[src/logic/sso_pkg.sv]
package sso_pkg;

  // Position of this slice in a cascaded word.
  typedef enum logic [1:0] {
    SSO_RANK_LOWEST = 2'b00,
    SSO_RANK_MIDDLE = 2'b01,
    SSO_RANK_HIGHEST = 2'b10
  } sso_rank_t;

  // Operation forms as driven by the microprogram controller.
  typedef enum logic [3:0] {
    SSO_FORM_I = 4'h1,
    SSO_FORM_II = 4'h2,
    SSO_FORM_III = 4'h3,
    SSO_FORM_IV = 4'h4,
    SSO_FORM_V = 4'h5,
    SSO_FORM_VI = 4'h6,
    SSO_FORM_VII = 4'h7,
    SSO_FORM_VIII = 4'h8,
    SSO_FORM_IX = 4'h9
  } sso_form_t;

  typedef struct packed {
    sso_form_t form;
    logic shift_left;
    logic shift_arith;
    logic dest_xwr;
    logic load_pc;
    logic load_mc;
  } sso_op_t;

  // One bit per shift-edge terminal.
  typedef struct packed {
    logic work_reg_left_edge;
    logic work_reg_right_edge;
    logic ext_reg_left_edge;
    logic ext_reg_right_edge;
  } sso_edge_t;

  localparam int SSO_WIDTH = 4;
  localparam logic [1:0] SSO_DOUT_SUM = 2'b00;
  localparam logic [1:0] SSO_DOUT_XWR = 2'b01;
  localparam logic [1:0] SSO_DOUT_WR = 2'b10;
  localparam logic [1:0] SSO_DOUT_HIZ = 2'b11;

  localparam int SSO_AXI_AW = 4;
  localparam logic [3:0] SSO_OFS_CTRL = 4'h0;
  localparam logic [3:0] SSO_OFS_STATUS = 4'h4;
  localparam int SSO_CTRL_RANK_LSB = 0;
  localparam logic [1:0] SSO_CTRL_RESET = 2'h0;
  localparam logic [3:0] SSO_REG_RESET = 4'h0;
  localparam logic [1:0] SSO_RESP_OKAY = 2'b00;
  localparam logic [1:0] SSO_RESP_SLVERR = 2'b10;

endpackage : sso_pkg

[src/logic/sso_slice.sv]
`timescale 1ns/1ps
module sso_slice (
  input wire logic clock,
  input wire logic rst,
  input wire logic ce,
  input wire sso_pkg::sso_op_t op,
  input wire logic [3:0] a_operand,
  input wire logic [3:0] alu_sum,
  input wire logic alu_overflow,
  input wire sso_pkg::sso_edge_t edge_in,
  output sso_pkg::sso_edge_t edge_out,
  output sso_pkg::sso_edge_t edge_oe,
  input wire logic out_select_high,
  input wire logic out_select_low,
  output logic [3:0] data_out,
  output logic data_out_oe,
  input wire logic step_program_counter_n,
  input wire logic step_memory_counter_n,
  input wire logic count_carry_in_n,
  output logic count_carry_out_n,
  input wire logic address_out_select,
  output logic [3:0] address_out,
  input wire logic [3:0] s_axi_awaddr,
  input wire logic s_axi_awvalid,
  output logic s_axi_awready,
  input wire logic [31:0] s_axi_wdata,
  input wire logic [3:0] s_axi_wstrb,
  input wire logic s_axi_wvalid,
  output logic s_axi_wready,
  output logic [1:0] s_axi_bresp,
  output logic s_axi_bvalid,
  input wire logic s_axi_bready,
  input wire logic [3:0] s_axi_araddr,
  input wire logic s_axi_arvalid,
  output logic s_axi_arready,
  output logic [31:0] s_axi_rdata,
  output logic [1:0] s_axi_rresp,
  output logic s_axi_rvalid,
  input wire logic s_axi_rready
);

  ////////////////////////////////////////////////////////////////////////////////
  // Shift helpers.

  function automatic logic [3:0] shift4(input logic [3:0] src, input logic left,
                                        input logic fill);
    shift4 = left ? {src[2:0], fill} : {fill, src[3:1]};
  endfunction : shift4

  // End fill: the outermost slice supplies zero or sign, others take the neighbour's bit.
  function automatic logic end_fill(input logic left, input logic arith, input logic msb,
                                    input logic lowest, input logic highest,
                                    input logic from_left, input logic from_right);
    if (left) begin
      end_fill = lowest ? 1'b0 : from_right;
    end else if (highest) begin
      end_fill = arith ? msb : 1'b0;
    end else begin
      end_fill = from_left;
    end
  endfunction : end_fill

  ////////////////////////////////////////////////////////////////////////////////
  // Register file: rank control and a read-only snapshot of the datapath.

  sso_pkg::sso_rank_t rank_ff;
  logic [3:0] wr_ff;
  logic [3:0] xwr_ff;
  logic [3:0] pc_value;
  logic [3:0] mc_value;
  logic is_lowest;
  logic is_highest;

  logic aw_held_ff;
  logic [3:0] aw_addr_ff;
  logic w_held_ff;
  logic [31:0] w_data_ff;
  logic [3:0] w_strb_ff;
  logic bvalid_ff;
  logic [1:0] bresp_ff;
  logic rvalid_ff;
  logic [1:0] rresp_ff;
  logic [31:0] rdata_ff;
  logic do_write;

  assign is_lowest = (rank_ff == sso_pkg::SSO_RANK_LOWEST);
  assign is_highest = (rank_ff == sso_pkg::SSO_RANK_HIGHEST);
  assign do_write = aw_held_ff && w_held_ff && !bvalid_ff;

  always_ff @(posedge clock) begin
    if (rst) begin
      aw_held_ff <= 1'b0;
      aw_addr_ff <= 4'h0;
    end else if (ce) begin
      if (s_axi_awvalid && !aw_held_ff) begin
        aw_held_ff <= 1'b1;
        aw_addr_ff <= s_axi_awaddr;
      end else if (do_write) begin
        aw_held_ff <= 1'b0;
      end
    end
  end

  always_ff @(posedge clock) begin
    if (rst) begin
      w_held_ff <= 1'b0;
      w_data_ff <= 32'h0;
      w_strb_ff <= 4'h0;
    end else if (ce) begin
      if (s_axi_wvalid && !w_held_ff) begin
        w_held_ff <= 1'b1;
        w_data_ff <= s_axi_wdata;
        w_strb_ff <= s_axi_wstrb;
      end else if (do_write) begin
        w_held_ff <= 1'b0;
      end
    end
  end

  // The status word is read-only, so only the control word accepts data.
  always_ff @(posedge clock) begin
    if (rst) begin
      rank_ff <= sso_pkg::sso_rank_t'(sso_pkg::SSO_CTRL_RESET);
      bvalid_ff <= 1'b0;
      bresp_ff <= sso_pkg::SSO_RESP_OKAY;
    end else if (ce) begin
      if (do_write) begin
        bvalid_ff <= 1'b1;
        if (aw_addr_ff == sso_pkg::SSO_OFS_CTRL) begin
          bresp_ff <= sso_pkg::SSO_RESP_OKAY;
          if (w_strb_ff[0]) begin
            rank_ff <= sso_pkg::sso_rank_t'(w_data_ff[sso_pkg::SSO_CTRL_RANK_LSB +: 2]);
          end
        end else if (aw_addr_ff == sso_pkg::SSO_OFS_STATUS) begin
          bresp_ff <= sso_pkg::SSO_RESP_OKAY;
        end else begin
          bresp_ff <= sso_pkg::SSO_RESP_SLVERR;
        end
      end else if (bvalid_ff && s_axi_bready) begin
        bvalid_ff <= 1'b0;
      end
    end
  end

  always_ff @(posedge clock) begin
    if (rst) begin
      rvalid_ff <= 1'b0;
      rresp_ff <= sso_pkg::SSO_RESP_OKAY;
      rdata_ff <= 32'h0;
    end else if (ce) begin
      if (s_axi_arvalid && !rvalid_ff) begin
        rvalid_ff <= 1'b1;
        if (s_axi_araddr == sso_pkg::SSO_OFS_CTRL) begin
          rresp_ff <= sso_pkg::SSO_RESP_OKAY;
          rdata_ff <= {30'h0, rank_ff};
        end else if (s_axi_araddr == sso_pkg::SSO_OFS_STATUS) begin
          rresp_ff <= sso_pkg::SSO_RESP_OKAY;
          rdata_ff <= {16'h0, pc_value, mc_value, xwr_ff, wr_ff};
        end else begin
          rresp_ff <= sso_pkg::SSO_RESP_SLVERR;
          rdata_ff <= 32'h0;
        end
      end else if (rvalid_ff && s_axi_rready) begin
        rvalid_ff <= 1'b0;
      end
    end
  end

  assign s_axi_awready = !aw_held_ff;
  assign s_axi_wready = !w_held_ff;
  assign s_axi_bvalid = bvalid_ff;
  assign s_axi_bresp = bresp_ff;
  assign s_axi_arready = !rvalid_ff;
  assign s_axi_rvalid = rvalid_ff;
  assign s_axi_rresp = rresp_ff;
  assign s_axi_rdata = rdata_ff;

  ////////////////////////////////////////////////////////////////////////////////
  // Shift transfer network.

  logic [3:0] nxt_wr;
  logic [3:0] nxt_xwr;
  logic [3:0] sum_prime;
  logic shift_ovf;

  always_comb begin
    logic [3:0] src;
    logic [7:0] dbl;
    logic fill;
    logic ext_chain;
    src = 4'h0;
    dbl = 8'h0;
    fill = 1'b0;
    ext_chain = 1'b0;
    nxt_wr = wr_ff;
    nxt_xwr = xwr_ff;
    sum_prime = alu_sum;
    shift_ovf = 1'b0;
    edge_out = '0;
    edge_oe = '0;
    case (op.form)
      sso_pkg::SSO_FORM_I: begin
        if (op.dest_xwr) begin
          nxt_xwr = alu_sum;
        end else begin
          nxt_wr = alu_sum;
        end
      end
      sso_pkg::SSO_FORM_II, sso_pkg::SSO_FORM_VI: begin
        // On a right shift the low bit of the upper half feeds the extended register directly.
        dbl = (op.form == sso_pkg::SSO_FORM_II) ? {alu_sum, xwr_ff} : {wr_ff, xwr_ff};
        fill = end_fill(op.shift_left, op.shift_arith, dbl[7], is_lowest, is_highest,
                        edge_in.work_reg_left_edge, edge_in.ext_reg_right_edge);
        if (op.shift_left) begin
          {nxt_wr, nxt_xwr} = {dbl[6:0], fill};
          edge_out.work_reg_left_edge = dbl[7];
          edge_oe.work_reg_left_edge = 1'b1;
          shift_ovf = op.shift_arith && (dbl[7] ^ dbl[6]);
        end else begin
          {nxt_wr, nxt_xwr} = {fill, dbl[7:1]};
          edge_out.ext_reg_right_edge = dbl[0];
          edge_oe.ext_reg_right_edge = 1'b1;
        end
      end
      sso_pkg::SSO_FORM_III, sso_pkg::SSO_FORM_IV, sso_pkg::SSO_FORM_V: begin
        if (op.form == sso_pkg::SSO_FORM_III) begin
          src = alu_sum;
        end else if (op.form == sso_pkg::SSO_FORM_IV) begin
          src = a_operand;
        end else begin
          src = op.dest_xwr ? xwr_ff : wr_ff;
        end
        ext_chain = op.dest_xwr && (op.form != sso_pkg::SSO_FORM_IV);
        fill = ext_chain ?
          end_fill(op.shift_left, op.shift_arith, src[3], is_lowest, is_highest,
                   edge_in.ext_reg_left_edge, edge_in.ext_reg_right_edge) :
          end_fill(op.shift_left, op.shift_arith, src[3], is_lowest, is_highest,
                   edge_in.work_reg_left_edge, edge_in.work_reg_right_edge);
        if (op.form == sso_pkg::SSO_FORM_IV) begin
          sum_prime = shift4(src, op.shift_left, fill);
        end else if (ext_chain) begin
          nxt_xwr = shift4(src, op.shift_left, fill);
        end else begin
          nxt_wr = shift4(src, op.shift_left, fill);
        end
        if (op.shift_left) begin
          shift_ovf = op.shift_arith && (src[3] ^ src[2]);
          if (ext_chain) begin
            edge_out.ext_reg_left_edge = src[3];
            edge_oe.ext_reg_left_edge = 1'b1;
          end else begin
            edge_out.work_reg_left_edge = src[3];
            edge_oe.work_reg_left_edge = 1'b1;
          end
        end else if (ext_chain) begin
          edge_out.ext_reg_right_edge = src[0];
          edge_oe.ext_reg_right_edge = 1'b1;
        end else begin
          edge_out.work_reg_right_edge = src[0];
          edge_oe.work_reg_right_edge = 1'b1;
        end
      end
      sso_pkg::SSO_FORM_IX: begin
        sum_prime = 4'h0;
      end
      default: begin
        nxt_wr = wr_ff;
      end
    endcase
  end

  always_ff @(posedge clock) begin
    if (rst) begin
      wr_ff <= sso_pkg::SSO_REG_RESET;
      xwr_ff <= sso_pkg::SSO_REG_RESET;
    end else if (ce) begin
      wr_ff <= nxt_wr;
      xwr_ff <= nxt_xwr;
    end
  end

  ////////////////////////////////////////////////////////////////////////////////
  // Output selectors.

  logic [1:0] dout_sel;
  assign dout_sel = {out_select_high, out_select_low};

  always_comb begin
    data_out_oe = (dout_sel != sso_pkg::SSO_DOUT_HIZ);
    case (dout_sel)
      sso_pkg::SSO_DOUT_SUM: data_out = sum_prime;
      sso_pkg::SSO_DOUT_XWR: data_out = xwr_ff;
      sso_pkg::SSO_DOUT_WR: data_out = wr_ff;
      default: data_out = 4'h0;
    endcase
  end

  // Address out is a plain mux so addresses are usable within the same cycle.
  assign address_out = address_out_select ? pc_value : mc_value;

  ////////////////////////////////////////////////////////////////////////////////
  // Program and memory counters.

  logic load_pc;
  logic load_mc;
  logic pc_carry_n;
  logic mc_carry_n;

  assign load_pc = op.load_pc && (op.form == sso_pkg::SSO_FORM_I ||
                                  op.form == sso_pkg::SSO_FORM_VIII);
  assign load_mc = op.load_mc && (op.form == sso_pkg::SSO_FORM_I ||
                                  op.form == sso_pkg::SSO_FORM_III);

  sso_slice_counter u_program_counter (
    .clock(clock),
    .rst(rst),
    .ce(ce),
    .load(load_pc),
    .load_val(alu_sum),
    .step_n(step_program_counter_n),
    .carry_in_n(count_carry_in_n),
    .lowest(is_lowest),
    .value(pc_value),
    .carry_out_n(pc_carry_n)
  );

  sso_slice_counter u_memory_counter (
    .clock(clock),
    .rst(rst),
    .ce(ce),
    .load(load_mc),
    .load_val(alu_sum),
    .step_n(step_memory_counter_n),
    .carry_in_n(count_carry_in_n),
    .lowest(is_lowest),
    .value(mc_value),
    .carry_out_n(mc_carry_n)
  );

  // The top slice has no one to carry into, so the pin carries overflow, high when set.
  always_comb begin
    if (is_highest) begin
      count_carry_out_n = shift_ovf || (op.form == sso_pkg::SSO_FORM_I && alu_overflow);
    end else begin
      count_carry_out_n = pc_carry_n && mc_carry_n;
    end
  end
endmodule : sso_slice

[src/logic/sso_slice_counter.sv]
`timescale 1ns/1ps
module sso_slice_counter (
  input wire logic clock,
  input wire logic rst,
  input wire logic ce,
  input wire logic load,
  input wire logic [3:0] load_val,
  input wire logic step_n,
  input wire logic carry_in_n,
  input wire logic lowest,
  output logic [3:0] value,
  output logic carry_out_n
);

  logic [3:0] value_ff;
  logic [3:0] nxt_value;
  logic [4:0] sum5;
  logic [4:0] amount;

  // The lowest slice steps by two when its carry input is high; upper slices only follow a carry.
  always_comb begin
    if (lowest) begin
      amount = carry_in_n ? 5'h02 : 5'h01;
    end else begin
      amount = carry_in_n ? 5'h00 : 5'h01;
    end
    sum5 = {1'b0, value_ff} + amount;
    carry_out_n = !(!step_n && !load && sum5[4]);
    if (load) begin
      nxt_value = load_val;
    end else if (!step_n) begin
      nxt_value = sum5[3:0];
    end else begin
      nxt_value = value_ff;
    end
  end

  always_ff @(posedge clock) begin
    if (rst) begin
      value_ff <= sso_pkg::SSO_REG_RESET;
    end else if (ce) begin
      value_ff <= nxt_value;
    end
  end

  assign value = value_ff;
endmodule : sso_slice_counter

[config.mk]
export PLATFORM = sky130hd
export DESIGN_NAME = sso_slice
export DESIGN_NICKNAME = d
export VERILOG_FILES = /design/src/logic/sso_pkg.sv /design/src/logic/sso_slice.sv /design/src/logic/sso_slice_counter.sv
export SDC_FILE = /design/constraint.sdc
export NUM_CORES = 1
export LEC_CHECK = 0
export ABC_AREA = 0
export BUFFER_PORTS_ARGS = -buffer_cell sky130_fd_sc_hd__buf_4
export CAP_MARGIN = 10
export CORE_ASPECT_RATIO = 1.1
export CORE_MARGIN = 5
export CORE_UTILIZATION = 40
export CTS_CLUSTER_SIZE = 14
export DETAILED_ROUTE_END_ITERATION = 10
export GPL_ROUTABILITY_DRIVEN = 0
export GPL_TIMING_DRIVEN = 1
export MAX_ROUTING_LAYER = met4
export PLACE_DENSITY = 0.68
export SYNTH_ARGS = -nofsm -noshare
export SYNTH_HDL_FRONTEND = slang
export SYNTH_SLANG_ARGS = --single-unit
[constraint.sdc]
create_clock -name clock -period 3.8 [get_ports clock]
set_clock_uncertainty 0.1 [all_clocks]
set_input_delay 0.57 -clock clock [delete_from_list [all_inputs] [get_ports clock]]
set_output_delay 0.57 -clock clock [all_outputs]
set_load 0.05 [all_outputs]
==> results.py <==
metrics = {
    "clocking": {
        "clk_pin_slew_ns": 0.09,
        "cts_tree": "yes",
        "cts-buffers-inserted": 5,
        "clock-sinks": 47,
        "cts-hold-fix-buffers": 0,
        "clockRootBuffer": "clkbuf_8",
        "htree_levels": 2,
        "post_cts_buffers": 0,
        "worstSkewPairLatency_ns": 0.30,
        "clk_path_buf_depth": 2,
        "cts.repair.resized": 0,
    },
    "detailed_routing": {
        "antenna_left": 0,
        "drt_iter0_markers": 213,
        "drtPass1Iterations": 5,
        "via_count": 3387,
        "routedWlPerCell_um": 16.3,
        "drc_errors": 0,
        "wl_um": 9960,
        "via_per_inst": 5.54,
    },
    "yosys": {
        "synth_seq_cells": 47,
        "synth.area.top_cells": "dfxtp_1 28%, mux2i_1 6.8%, nor2_1 5.7%",
        "syn_area_per_cell_sq_um": 7.91,
        "syn_area_sq_um": 3370,
        "synth_cells": 426,
        "synthArstFlopShare": 0,
        "yosysTopAreaCell": "dfxtp_1",
        "yosysUniqueCellTypes": 61,
        "ys_warn_count": 0,
        "synth.top_cell.area_share": 0.279,
        "synth-edff-count": 0,
        "synth_ff_type": "dfxtp_1",
        "ys_seq_area_frac": 0.279,
    },
    "floorplan": {
        "initial_core_util": 0.405,
        "die_h_um": 106,
        "placeableCoreArea_sq_um": 8320,
        "rows": 35,
        "dieArea_sq_um": 10400,
        "die_w_um": 97.5,
        "num_io_pins": 139,
    },
    "worst_setup_path": {
        "endpoint_kind": "primary output",
        "cp_num_buf_inv": 2,
        "worstPathCellList": "buf_4 > or4b_1 > mux2_4 > mux4_2 > a222oi_1 > o21ai_1 > buf_4",
        "crit_slowest_cell": "or4b_1",
        "slowest_delay_ns": 0.71,
        "worstSetupStartpointType": "primary input",
        "crit_path_max_fanout": 7,
        "worst_path_most_repeated_cell": "buf_4",
        "cp_top_family": "multiplexers",
        "arrival_ns": 2.91,
        "required_ns": 3.13,
        "criticalPathCategory": "in -> out",
    },
    "run_status": {
        "status": "complete, no violations",
    },
    "grt": {
        "grt_pass1_vias": 3348,
        "grt_max_degree": 48,
        "antenna_found_initial": 0,
        "grt_pass1_wl_um": 16300,
        "overflow": 0,
        "grt.total_usage": 0.195,
    },
    "cells_and_area": {
        "final_cell_mix": "97 x buf_4, 51 x nor2_1, 47 x dfxtp_1, 26 x nand2_1",
        "syn2layout_area_growth_pct": 23.6,
        "diodes": 0,
        "nFillCells": 832,
        "layout-drive-gt1-share": 0.264,
        "final_util": 0.501,
        "nets": 585,
        "layout_commonest_cell": "buf_4",
    },
    "timing": {
        "tightestPinTransition_ns": 1.07,
        "drv_slew": 0,
        "final_hold_viol_count": 0,
        "fmax_mhz": 279,
        "fin_crit_ns": 3.58,
        "fin_crit_sh": 0.943,
        "finalSetupViolations": 0,
        "tns_ns": 0,
        "slew_headroom": 0.284,
        "rsz0062_at_grt": "false",
    },
    "min_path": {
        "hold_class": "reg -> reg",
    },
    "power_and_ir_drop": {
        "p_per_area_nw_per_um2": 300,
        "peakVddDrop_v": 0.000172,
        "fin_total_pwr_mw": 1.25,
        "leakage_nw": 1.79,
    },
    "placed_design": {
        "dp_hpwl_um": 7480,
        "port_buffers": 87,
    },
    "job": {
        "maxCapViolCount": 0,
    },
}
-- cell usage after synthesis, types with 3 or more instances --
| cell | number |
|---|---|
| a211oi_1 | 10 |
| a21o_1 | 3 |
| a21oi_1 | 23 |
| a22oi_1 | 19 |
| and2_0 | 3 |
| and2_1 | 7 |
| and3_1 | 3 |
| buf_1 | 3 |
| buf_4 | 19 |
| clkbuf_1 | 23 |
| dfxtp_1 | 47 |
| ha_1 | 4 |
| inv_1 | 21 |
| mux2_2 | 12 |
| mux2i_1 | 23 |
| mux4_2 | 3 |
| nand2_1 | 26 |
| nand3_1 | 10 |
| nand3b_1 | 4 |
| nand4_1 | 6 |
| nor2_1 | 51 |
| nor2b_1 | 5 |
| nor3_1 | 10 |
| nor3b_1 | 3 |
| nor4_1 | 6 |
| o211ai_1 | 6 |
| o21a_1 | 3 |
| o21ai_0 | 18 |
| o31ai_1 | 3 |
| or3b_2 | 4 |
| xor2_1 | 3 |
-- worst register-to-register path: stages (launching register included) --
cell and delay (ns):
dfxtp_1 0.34, nand3b_1 0.16, buf_4 0.21, nor4_1 0.44, and2_0 0.77, a22oi_1 0.16, nor2_1 0.13
-- cell families after synthesis --
logic type	after synthesis	synth area share
xor+xnor	5	0.0130
buf+inv	69	0.101
fa+ha+maj	6	0.0267
simple gates	152	0.231
compound gates	105	0.208
other cells	1	0.00111
flops	47	0.279
mux	41	0.141
-- routing by layer --
metal,vias to the layer above,wire length (um),track usage
met3,13,651,0.0328
li1,1645,-,-
met2,131,4960,0.318
met1,1598,4180,0.245
met4,0,167,0.0692
met5,-,0,-
-- power breakdown --
part	internal [mW]	leakage, nW	switching (mW)	total [mW]
logic	0.127	1.35	0.218	0.345
registers	0.509	0.382	0.0216	0.530
clock network	0.198	0.0548	0.176	0.374
total	0.834	1.79	0.415	1.25
-- flip-flops by register name, summed over array words and instances (netlist names), 2 cells and up --
name / count
aw_addr_ff: 4
rank_ff: 2
s_axi_rdata: 16
u_program_counter.value: 4
w_data_ff: 2
xwr_ff: 4
wr_ff: 4
u_memory_counter.value: 4
-- path summary, 6_finish.rpt --
kind	endpoint	depth (start not counted)	slack, ns	startpoint
min reg2reg	s_axi_rvalid	2	0.39	s_axi_rvalid
max reg2reg	s_axi_rdata[8]	6	1.45	s_axi_rvalid
min	s_axi_rvalid	2	0.39	s_axi_rvalid
max	data_out[1]	7	0.22	op[6]
-- cell type report --
class                           count  area (sq um)  share of cell area
Clock buffer                        5          68.8              0.0165
Clock inverter                      3          46.3              0.0111
Inverter                           21          78.8              0.0189
Multi-Input combinational cell    327          2160               0.519
Sequential cell                    47           941               0.226
Tap cell                          111           139              0.0333
Timing Repair Buffer               97           728               0.175
-- through the flow --
step	hold slack, ns	setup WS, ns	cells	instance area, sq um
2_1_floorplan	0.350	0.233	443	3440
3_3_place_gp	0.361	0.249	603	4050
3_5_place_dp	0.378	0.232	603	4050
4_1_cts	0.390	0.218	611	4170
5_1_grt	0.408	0.126	611	4170
6_report	0.385	0.217	611	4170
(Power assumes the default switching activity.)
